==> config.mk <==
export PLATFORM = sky130hd
export DESIGN_NAME = pie_ctrl
export DESIGN_NICKNAME = d
export VERILOG_FILES = /design/src/core/pie_pkg.sv /design/src/core/pie_ctrl.sv /design/src/core/pie_gate.sv
export VERILOG_INCLUDE_DIRS = /design/src /design/src/core
export SDC_FILE = /design/constraint.sdc
export NUM_CORES = 1
export LEC_CHECK = 0
export BUFFER_PORTS_ARGS = -buffer_cell sky130_fd_sc_hd__buf_2
export CAP_MARGIN = 20
export CORE_MARGIN = 3
export CORE_UTILIZATION = 40
export CTS_BUF_LIST = sky130_fd_sc_hd__clkbuf_2
export CTS_CLUSTER_SIZE = 12
export DETAILED_ROUTE_END_ITERATION = 16
export PLACE_DENSITY = 0.69
export SETUP_SLACK_MARGIN = 0.5
export SLEW_MARGIN = 0
export SYNTH_ARGS = -nofsm -noshare
export SYNTH_HDL_FRONTEND = slang
export SYNTH_SLANG_ARGS = --single-unit
==> constraint.sdc <==
create_clock -name mclk -period 4.5 [get_ports mclk]
set_input_delay 0.225 -clock mclk [delete_from_list [all_inputs] [get_ports mclk]]
set_output_delay 0.225 -clock mclk [all_outputs]
set_load 0.02 [all_outputs]
==> src/core/pie_defs.svh <==
// Purpose: register offsets, field positions and reset values for the peripheral irq block
// Assumes: 32-bit avalon data with byte addressing, one register per word
// Notes:   byte addresses given, word index is address divided by four
`ifndef PIE_DEFS_SVH
`define PIE_DEFS_SVH

`define PIE_OFS_ENABLE_1    6'h00
`define PIE_OFS_ENABLE_2    6'h04
`define PIE_OFS_PRIORITY_1  6'h08
`define PIE_OFS_CONTROL     6'h0C
`define PIE_OFS_FLAGS       6'h10
`define PIE_OFS_IRQ_STATUS  6'h14
`define PIE_OFS_IRQ_MASK    6'h18

`define PIE_EN1_RESET       8'h00
`define PIE_EN2_RESET       8'h00
`define PIE_PRIO1_RESET     8'hFF
`define PIE_EN2_IMPL        8'hDF
`define PIE_EN1_IMPL_FULL   8'hFF
`define PIE_EN1_IMPL_SMALL  8'h7F
`define PIE_CTRL_IMPL       8'h83
`define PIE_CTRL_RESET      8'h00
`define PIE_PSP_BIT         7
`define PIE_CTRL_GLOBAL     0
`define PIE_CTRL_GROUP      1
`define PIE_CTRL_PRIO_EN    7
`define PIE_EVT_HIGH        0
`define PIE_EVT_LOW         1
`define PIE_EVT_SINGLE      2
`endif

==> src/core/pie_pkg.sv <==
// Purpose: shared types of the peripheral irq block
// Assumes: nothing beyond the defs header
// Notes:   bus answer state and a byte type only
package pie_pkg;
  typedef logic [7:0] pie_byte_t;
  typedef enum logic [0:0] {
    PIE_IDLE = 1'b0,
    PIE_ACK  = 1'b1
  } pie_bus_e;
endpackage

==> src/core/pie_ctrl.sv <==
// Function
// - with priority off, a source needs group enable plus its own enable
// - priority bits matter only while the priority scheme is enabled
// - enable 1 bits 7..0: parallel, adc, rx, tx, sync serial, ccp1, tmr2, tmr1
// - enable 2 bits 7..0: osc, comparator, zero, nvm, collision, voltage, tmr3, ccp2
// - every implemented enable bit is read/write, 1 enables, 0 disables
// - priority bits align with enable 1 bits, 1 high, 0 low
// - small package: parallel enable and priority read zero
// - reset clears enables and sets priorities
// - flags latch on conditions regardless of enables
// - priority scheme enable is bit 7 of reset control register
//
// Purpose: peripheral interrupt enable and priority masking with avalon slave
// Assumes: source events are one-cycle synchronous pulses
// Notes:   flags are cleared by writing ones; set wins over clear
//
// Register access over Avalon-MM and the register offsets were left to the implementer.
`timescale 1ns/1ps
`include "pie_defs.svh"
module pie_ctrl
  import pie_pkg::*;
#(
  parameter bit SMALL_PKG = 1'b0           // parallel port absent
)(
  input  wire logic        mclk,           // core clock 250 MHz
  input  wire logic        rst,            // async reset, active high
  input  wire logic [5:0]  address,        // avalon byte address
  input  wire logic        read,           // avalon read
  input  wire logic        write,          // avalon write
  input  wire logic [31:0] writedata,      // avalon write data
  input  wire logic [3:0]  byteenable,     // avalon byte enables
  output logic      [31:0] readdata,       // avalon read data
  output logic             waitrequest,    // avalon stall
  input  wire logic [7:0]  src_evt_1,      // group 1 condition pulses
  input  wire logic [7:0]  src_evt_2,      // group 2 condition pulses
  output logic             irq_high,       // high vector request
  output logic             irq_low,        // low vector request
  output logic             irq             // status/mask interrupt
);
  logic [7:0] en1, en2, prio1, ctrl, flg1, flg2;
  logic [2:0] ist, imask;
  logic [7:0] next_en1, next_en2, next_prio1, next_ctrl, next_flg1, next_flg2;
  logic [2:0] next_ist, next_imask;
  logic [31:0] next_readdata;
  logic        next_waitrequest, next_irq_high, next_irq_low, next_irq;
  pie_bus_e    st, next_st;
  logic [7:0] impl1, rh1, rl1, rs1, rh2, rl2, rs2;
  logic       wr_go, rd_go, any_h, any_l, any_s, glb;

  // implemented bits of group 1 depend on package
  assign impl1 = SMALL_PKG ? `PIE_EN1_IMPL_SMALL : `PIE_EN1_IMPL_FULL;
  assign glb   = ctrl[`PIE_CTRL_GLOBAL];

  pie_gate u_g1 (
    .flags      (flg1),
    .enables    (en1),
    .prios      (prio1),
    .prio_en    (ctrl[`PIE_CTRL_PRIO_EN]),
    .group_en   (ctrl[`PIE_CTRL_GROUP]),
    .req_high   (rh1),
    .req_low    (rl1),
    .req_single (rs1)
  );
  // group 2 priorities live outside this block; treated as high
  pie_gate u_g2 (
    .flags      (flg2),
    .enables    (en2),
    .prios      (8'hFF),
    .prio_en    (ctrl[`PIE_CTRL_PRIO_EN]),
    .group_en   (ctrl[`PIE_CTRL_GROUP]),
    .req_high   (rh2),
    .req_low    (rl2),
    .req_single (rs2)
  );
  assign any_h = |{rh1, rh2};
  assign any_l = |{rl1, rl2};
  assign any_s = |{rs1, rs2};

  // one-cycle wait then ack, so reads come from registered data
  assign wr_go = write & (st == PIE_ACK);
  assign rd_go = read & (st == PIE_IDLE);

  // bus handshake and register updates
  always_comb begin
    next_st          = st;
    next_waitrequest = 1'b1;
    next_en1   = en1;
    next_en2   = en2;
    next_prio1 = prio1;
    next_ctrl  = ctrl;
    next_imask = imask;
    next_readdata = readdata;
    unique case (st)
      PIE_IDLE: begin
        if (read || write) begin
          next_st          = PIE_ACK;
          next_waitrequest = 1'b0;
        end
      end
      PIE_ACK: begin
        next_st = PIE_IDLE;
      end
    endcase
    if (rd_go) begin
      unique case (address)
        `PIE_OFS_ENABLE_1:   next_readdata = {24'h000000, en1 & impl1};
        `PIE_OFS_ENABLE_2:   next_readdata = {24'h000000, en2 & `PIE_EN2_IMPL};
        `PIE_OFS_PRIORITY_1: next_readdata = {24'h000000, prio1 & impl1};
        `PIE_OFS_CONTROL:    next_readdata = {24'h000000, ctrl};
        `PIE_OFS_FLAGS:      next_readdata = {16'h0000, flg2, flg1};
        `PIE_OFS_IRQ_STATUS: next_readdata = {29'h0, ist};
        `PIE_OFS_IRQ_MASK:   next_readdata = {29'h0, imask};
        default:             next_readdata = 32'h00000000;
      endcase
    end
    // writes stored this edge, effective for masking next cycle
    if (wr_go && byteenable[0]) begin
      unique case (address)
        `PIE_OFS_ENABLE_1:   next_en1   = writedata[7:0] & impl1;
        `PIE_OFS_ENABLE_2:   next_en2   = writedata[7:0] & `PIE_EN2_IMPL;
        `PIE_OFS_PRIORITY_1: next_prio1 = writedata[7:0] | ~impl1;
        `PIE_OFS_CONTROL:    next_ctrl  = writedata[7:0] & `PIE_CTRL_IMPL;
        `PIE_OFS_IRQ_MASK:   next_imask = writedata[2:0];
        default:             next_imask = imask;
      endcase
    end
  end

  // flags and sticky status: set beats write-one-to-clear
  always_comb begin
    next_flg1 = flg1;
    next_flg2 = flg2;
    next_ist  = ist;
    if (wr_go && byteenable[0] && address == `PIE_OFS_FLAGS)
      next_flg1 = flg1 & ~writedata[7:0];
    if (wr_go && byteenable[1] && address == `PIE_OFS_FLAGS)
      next_flg2 = flg2 & ~writedata[15:8];
    if (wr_go && byteenable[0] && address == `PIE_OFS_IRQ_STATUS)
      next_ist = ist & ~writedata[2:0];
    next_flg1 = (next_flg1 | src_evt_1) & impl1;
    next_flg2 = (next_flg2 | src_evt_2) & `PIE_EN2_IMPL;
    next_ist[`PIE_EVT_HIGH]   = next_ist[`PIE_EVT_HIGH] | (any_h & ~irq_high);
    next_ist[`PIE_EVT_LOW]    = next_ist[`PIE_EVT_LOW] | (any_l & ~irq_low);
    next_ist[`PIE_EVT_SINGLE] = next_ist[`PIE_EVT_SINGLE] | (any_s & ~irq_high);
    // vectoring outputs, gated by the global enable
    next_irq_high = glb & (any_h | any_s);
    next_irq_low  = glb & any_l & ~any_h;
    next_irq      = |(next_ist & imask);
  end

  // registers
  always_ff @(posedge mclk or posedge rst) begin
    if (rst) begin
      st          <= PIE_IDLE;
      waitrequest <= 1'b1;
      readdata    <= 32'h00000000;
      en1         <= `PIE_EN1_RESET;
      en2         <= `PIE_EN2_RESET;
      prio1       <= `PIE_PRIO1_RESET;
      ctrl        <= `PIE_CTRL_RESET;
      imask       <= 3'h0;
      flg1        <= 8'h00;
      flg2        <= 8'h00;
      ist         <= 3'h0;
      irq_high    <= 1'b0;
      irq_low     <= 1'b0;
      irq         <= 1'b0;
    end else begin
      st          <= next_st;
      waitrequest <= next_waitrequest;
      readdata    <= next_readdata;
      en1         <= next_en1;
      en2         <= next_en2;
      prio1       <= next_prio1;
      ctrl        <= next_ctrl;
      imask       <= next_imask;
      flg1        <= next_flg1;
      flg2        <= next_flg2;
      ist         <= next_ist;
      irq_high    <= next_irq_high;
      irq_low     <= next_irq_low;
      irq         <= next_irq;
    end
  end

  AST_NO_GROUP: assert property (@(posedge mclk) disable iff (rst)
    (!ctrl[`PIE_CTRL_PRIO_EN] && !ctrl[`PIE_CTRL_GROUP]) |=> !irq_high && !irq_low)
    else $error("request forwarded without group enable");
  AST_PRIO_IGNORED: assert property (@(posedge mclk) disable iff (rst)
    !ctrl[`PIE_CTRL_PRIO_EN] |=> !irq_low)
    else $error("low request while priority scheme off");
  AST_EN2_BIT5: assert property (@(posedge mclk) disable iff (rst)
    !en2[5])
    else $error("unimplemented enable bit set");
  AST_WRITE_EN1: assert property (@(posedge mclk) disable iff (rst)
    (wr_go && byteenable[0] && address == `PIE_OFS_ENABLE_1)
      |=> en1 == ($past(writedata[7:0]) & impl1))
    else $error("enable write not stored");
  AST_SMALL_PKG: assert property (@(posedge mclk) disable iff (rst)
    SMALL_PKG |-> !en1[`PIE_PSP_BIT] && prio1[`PIE_PSP_BIT])
    else $error("parallel port bits alive on small package");
  AST_FLAG_SET: assert property (@(posedge mclk) disable iff (rst)
    src_evt_1[0] |=> flg1[0])
    else $error("flag not set by event");
  AST_HIGH_REQ: assert property (@(posedge mclk) disable iff (rst)
    (glb && ctrl[`PIE_CTRL_PRIO_EN] && flg1[0] && en1[0] && prio1[0]) |=> irq_high)
    else $error("high request missing");
  AST_LOW_REQ: assert property (@(posedge mclk) disable iff (rst)
    (glb && ctrl[`PIE_CTRL_PRIO_EN] && |rl1 && !any_h) |=> irq_low)
    else $error("low request missing");
  AST_ACK_ONE: assert property (@(posedge mclk) disable iff (rst)
    !waitrequest |=> waitrequest)
    else $error("ack longer than one cycle");
  // every request seen in idle is answered after exactly one wait state
  AST_ANSWER: assert property (@(posedge mclk) disable iff (rst)
    (st == PIE_IDLE && (read || write)) |=> !waitrequest)
    else $error("request not answered after one wait state");
  // an idle bus keeps the slave stalled, so no stray ack is seen
  AST_IDLE_WAIT: assert property (@(posedge mclk) disable iff (rst)
    (st == PIE_IDLE && !read && !write) |=> waitrequest)
    else $error("ack without a request");
  // second enable register stores written bits, bit 5 stays clear
  AST_WRITE_EN2: assert property (@(posedge mclk) disable iff (rst)
    (wr_go && byteenable[0] && address == `PIE_OFS_ENABLE_2)
      |=> en2 == ($past(writedata[7:0]) & `PIE_EN2_IMPL))
    else $error("enable 2 write not stored");
  // absent parallel priority kept high internally, reads back zero
  AST_WRITE_PRIO: assert property (@(posedge mclk) disable iff (rst)
    (wr_go && byteenable[0] && address == `PIE_OFS_PRIORITY_1)
      |=> prio1 == ($past(writedata[7:0]) | ~impl1))
    else $error("priority write not stored");
  // only global, group and scheme bits of control are kept
  AST_WRITE_CTRL: assert property (@(posedge mclk) disable iff (rst)
    (wr_go && byteenable[0] && address == `PIE_OFS_CONTROL)
      |=> ctrl == ($past(writedata[7:0]) & `PIE_CTRL_IMPL))
    else $error("control write not stored");
  // read and write never share an edge, so the register is stable here
  AST_READ_EN1: assert property (@(posedge mclk) disable iff (rst)
    (rd_go && address == `PIE_OFS_ENABLE_1) |=> readdata == {24'h000000, en1 & impl1})
    else $error("enable 1 readback wrong");
  AST_READ_PRIO: assert property (@(posedge mclk) disable iff (rst)
    (rd_go && address == `PIE_OFS_PRIORITY_1) |=> readdata == {24'h000000, prio1 & impl1})
    else $error("priority readback wrong");
  // compatibility mode forwards on the high line once group enable is on
  AST_SINGLE_REQ: assert property (@(posedge mclk) disable iff (rst)
    (glb && !ctrl[`PIE_CTRL_PRIO_EN] && ctrl[`PIE_CTRL_GROUP] && |rs1) |=> irq_high)
    else $error("compatibility request missing");
  // global enable off silences both vector lines
  AST_NO_GLOBAL: assert property (@(posedge mclk) disable iff (rst)
    !glb |=> !irq_high && !irq_low)
    else $error("request forwarded without global enable");
  // a pending high source always hides the low line
  AST_HIGH_FIRST: assert property (@(posedge mclk) disable iff (rst)
    any_h |=> !irq_low)
    else $error("low request beside a high one");
  // flags only ever fall through a write-one-clear access
  AST_FLAG_HOLD: assert property (@(posedge mclk) disable iff (rst)
    !(wr_go && address == `PIE_OFS_FLAGS)
      |=> (flg1 & $past(flg1)) == $past(flg1) && (flg2 & $past(flg2)) == $past(flg2))
    else $error("flag lost without a clear");
  // status bits are sticky until software clears them
  AST_STATUS_HOLD: assert property (@(posedge mclk) disable iff (rst)
    !(wr_go && address == `PIE_OFS_IRQ_STATUS) |=> (ist & $past(ist)) == $past(ist))
    else $error("status bit lost without a clear");
  // level interrupt follows status and the mask of one cycle earlier
  AST_IRQ_LEVEL: assert property (@(posedge mclk) disable iff (rst)
    irq == |(ist & $past(imask)))
    else $error("interrupt level does not match status and mask");
  COV_HIGH: cover property (@(posedge mclk) disable iff (rst) irq_high);
  COV_LOW:  cover property (@(posedge mclk) disable iff (rst) irq_low);
  COV_IRQ:  cover property (@(posedge mclk) disable iff (rst) irq);
  // compatibility mode request and both priority events recorded
  COV_SINGLE: cover property (@(posedge mclk) disable iff (rst)
    irq_high && !ctrl[`PIE_CTRL_PRIO_EN]);
  COV_BOTH_EVT: cover property (@(posedge mclk) disable iff (rst)
    ist[`PIE_EVT_HIGH] && ist[`PIE_EVT_LOW]);
endmodule

==> src/core/pie_gate.sv <==
// Purpose: combinational masking of one group of eight sources
// Assumes: flags, enables and priorities share bit positions
// Notes:   no state, the parent registers the results
`timescale 1ns/1ps
`include "pie_defs.svh"
module pie_gate
  import pie_pkg::*;
(
  input  wire logic [7:0] flags,        // source flags
  input  wire logic [7:0] enables,      // per-source enables
  input  wire logic [7:0] prios,        // per-source priority, 1 high
  input  wire logic       prio_en,      // priority scheme on
  input  wire logic       group_en,     // peripheral group enable
  output logic      [7:0] req_high,     // high level requests
  output logic      [7:0] req_low,      // low level requests
  output logic      [7:0] req_single    // compatibility mode requests
);
  // one term per source
  genvar i;
  generate
    for (i = 0; i < 8; i++) begin : g_src
      // priority bit ignored when scheme is off
      assign req_high[i]   = flags[i] & enables[i] & prio_en & prios[i];
      assign req_low[i]    = flags[i] & enables[i] & prio_en & ~prios[i];
      assign req_single[i] = flags[i] & enables[i] & ~prio_en & group_en;
    end
  endgenerate
endmodule

==> metrics <==
die width 96.8 um; I/O pin count 98; area of the multi-input gates about 0.0014 mm2; drt total wl 8080 um; skew final approximately 0.0097 ns; status completed; Yosys warning count 0; gate count of the mapped netlist ~320; final std cells w/o fill approximately 510; FILL cells 743; leakage power 1.84 nW; Post-Synth Simple-Gate Area around 14%; synth-to-layout area growth 21.6%; final setup TNS 0 ns; nets@finish 468; die height 96.8 um; maximum clock insertion buffer count 2; CTS tree done; Post-synth EDFFs 0; Main synth FF type dfrtp_1; Req. time, crit path between 4 and 5 ns; final worst hold slack 0.0454 ns; # setup viols final 0; first-pass iteration count of the detailed router 4; initial drt markers 228; Clock transition at path regs 0.18 ns; Rows 32; sequential cell area 0.00169 mm2; Num Clock Sinks 67; Clock Latency Late Sink 0.50 ns; first-pass GRT wire length 13300 um; routability cong. around 0.84; gr usage total 17.8%; Slew headroom 38.5%; DRC Markers 0; post-route ant nets 0; clock buffer count from CTS 9; VDD IR-drop max 0.000205 V; total power 1.09 mW; synth unique cells 45; Power Density 273 mW/mm2; initial antenna violation count 0; vias in the first global route 2556; Final Hold Fails 0; total core area 0.00785 mm2; CP arrival about 3.1 ns; Slew @ Worst Pin about 0.9 ns; layout cells sized above 1 27.8%; post-route minimum period 2.65 ns; Worst Setup End Kind register; sequential fraction of the synthesis area roughly 51%; ys async rst share 100%; CP max FO 13; final core occ between 50% and 60%; total grt overflow 0; most common cell after layout, fill and taps aside buf_2; xor/xnor cell area share of the yosys netlist 0%; Max Freq 378 MHz; mapped cell area between 0.003 and 0.004 mm2; Via density 5.30; synthesized flop and latch total 67; port bufs 60; Pins Over Slew Limit 0; largest net degree at the start of global routing between 60 and 70; post-CTS setup buffer count 0; crit path kind primary input to register; Max Cap Viol 0; Adder-Cell Fraction of Synth Area 0%; ANT cells 0; syn_area_per_cell approximately 10 um2; DR vias 2712; CTS H-tree depth 3; post-synthesis compound-gate area fraction approximately 16%; Final Cycle Share 58.8%; CP startpoint kind primary input; mux cell area share after synthesis 11.7%; class of the worst hold path primary input to register; Initial Utilization 42.0%; DIE AREA 0.00936 mm2; post-DR wirelength/cell 15.8 um; RSZ-0062 raised after global routing false; most frequent cells in the layout 60 x buf_2, 58 x dfrtp_1, 55 x nand2_1; largest family of logic cells by synthesized area compound AO/OA/AOI/OAI gates; placed cell count 465; post-DP HPWL 5770 um; clock root buffer clkbuf_2
## Yosys cell counts (2+ instances only)
cell,n,area (um2)
dfrtp_1,58,1450
nand2_1,55,206
o21ai_0,25,125
mux2_2,21,236
a21o_1,17,128
buf_4,17,128
inv_1,11,41.3
a22oi_1,10,75.1
clkbuf_1,10,37.5
nand3_1,10,50.1
dfstp_2,9,236
o22ai_1,9,56.3
mux2i_1,8,80.1
nor2_1,8,30.0
a21oi_1,7,35.0
a22o_1,3,26.3
buf_2,3,15.0
mux4_2,3,67.6
a221o_1,2,20.0
and2_1,2,12.5
and3_1,2,12.5
nor2b_1,2,12.5
nor3_1,2,10.0
nor4_1,2,12.5
## final timing paths
check,from,end,slack (ns),cells past startpoint
worst max-delay path,address[5],flg2[4],1.85,7
worst min-delay path,read,waitrequest,0.05,3
worst max register to register,st,flg1[5],2.11,5
worst min register to register,irq_low,ist[1],0.50,1
max in group asynchronous,rst,imask[0],3.47,4
min in group asynchronous,rst,flg1[3],0.49,4
## stage by stage
stage               area, um2  setup WS (ns)
finish                   4010           1.85
global route             4010           1.74
CTS                      4010           1.92
detailed placement       3610           1.91
global placement         3610           1.89
floorplan                3350           2.56
## critical path: stages
cell and delay, ns:
buf_2 0.10, or4b_1 0.70, nor3_2 0.70, and4_1 0.49
nand2_1 0.11, a21o_1 0.19, dlygate4sd3_1 0.55
## final cells by class
class                      instances  area share [%]
inverter                          11            1.03
multi-input combinational        224            36.0
clock buffer                       9            1.12
sequential                        67            42.1
clock inverter                     6           0.843
tap                              102            3.19
timing repair buffer              93            15.7
## cells by family (layout without fill, tap and decap cells)
group | Yosys count | in the layout
and+or+nand+nor | 95 | 95
AOI/OAI and AO/OA | 80 | 80
DFF | 67 | 67
buffers and inverters | 42 | 119
muxes | 32 | 32
other | 1 | 17
## per-layer routing
| layer | vias up | GRT usage, % | wire (um) |
|---|---|---|---|
| li1 | 1279 | - | - |
| met1 | 1304 | 25.2 | 3610 |
| met2 | 118 | 26.6 | 3730 |
| met3 | 11 | 4.90 | 643 |
| met4 | 0 | 5.83 | 89 |
| met5 | - | 0 | 0 |
## flip-flops by register name, summed over array words and instances (netlist names)
register     count
flg2             7
imask            3
flg1             8
ctrl             3
waitrequest      1
en2              7
st               1
irq_high         1
ist              3
irq              1
prio1            8
readdata        15
irq_low          1
en1              8
## report_power, final
group / switching (mW) / internal [mW]
registers: 0.0255 / 0.636
clock network: 0.214 / 0.0645
logic: 0.0871 / 0.0675
total: 0.326 / 0.768
## repair_timing
action | 4_1_cts | 5_1_grt
gates resized for setup | 0 | 0
endpoints found under the hold margin | 86 | 0
hold buffers | 32 | 0
Note: power is estimated with default switching activity, not from simulation.
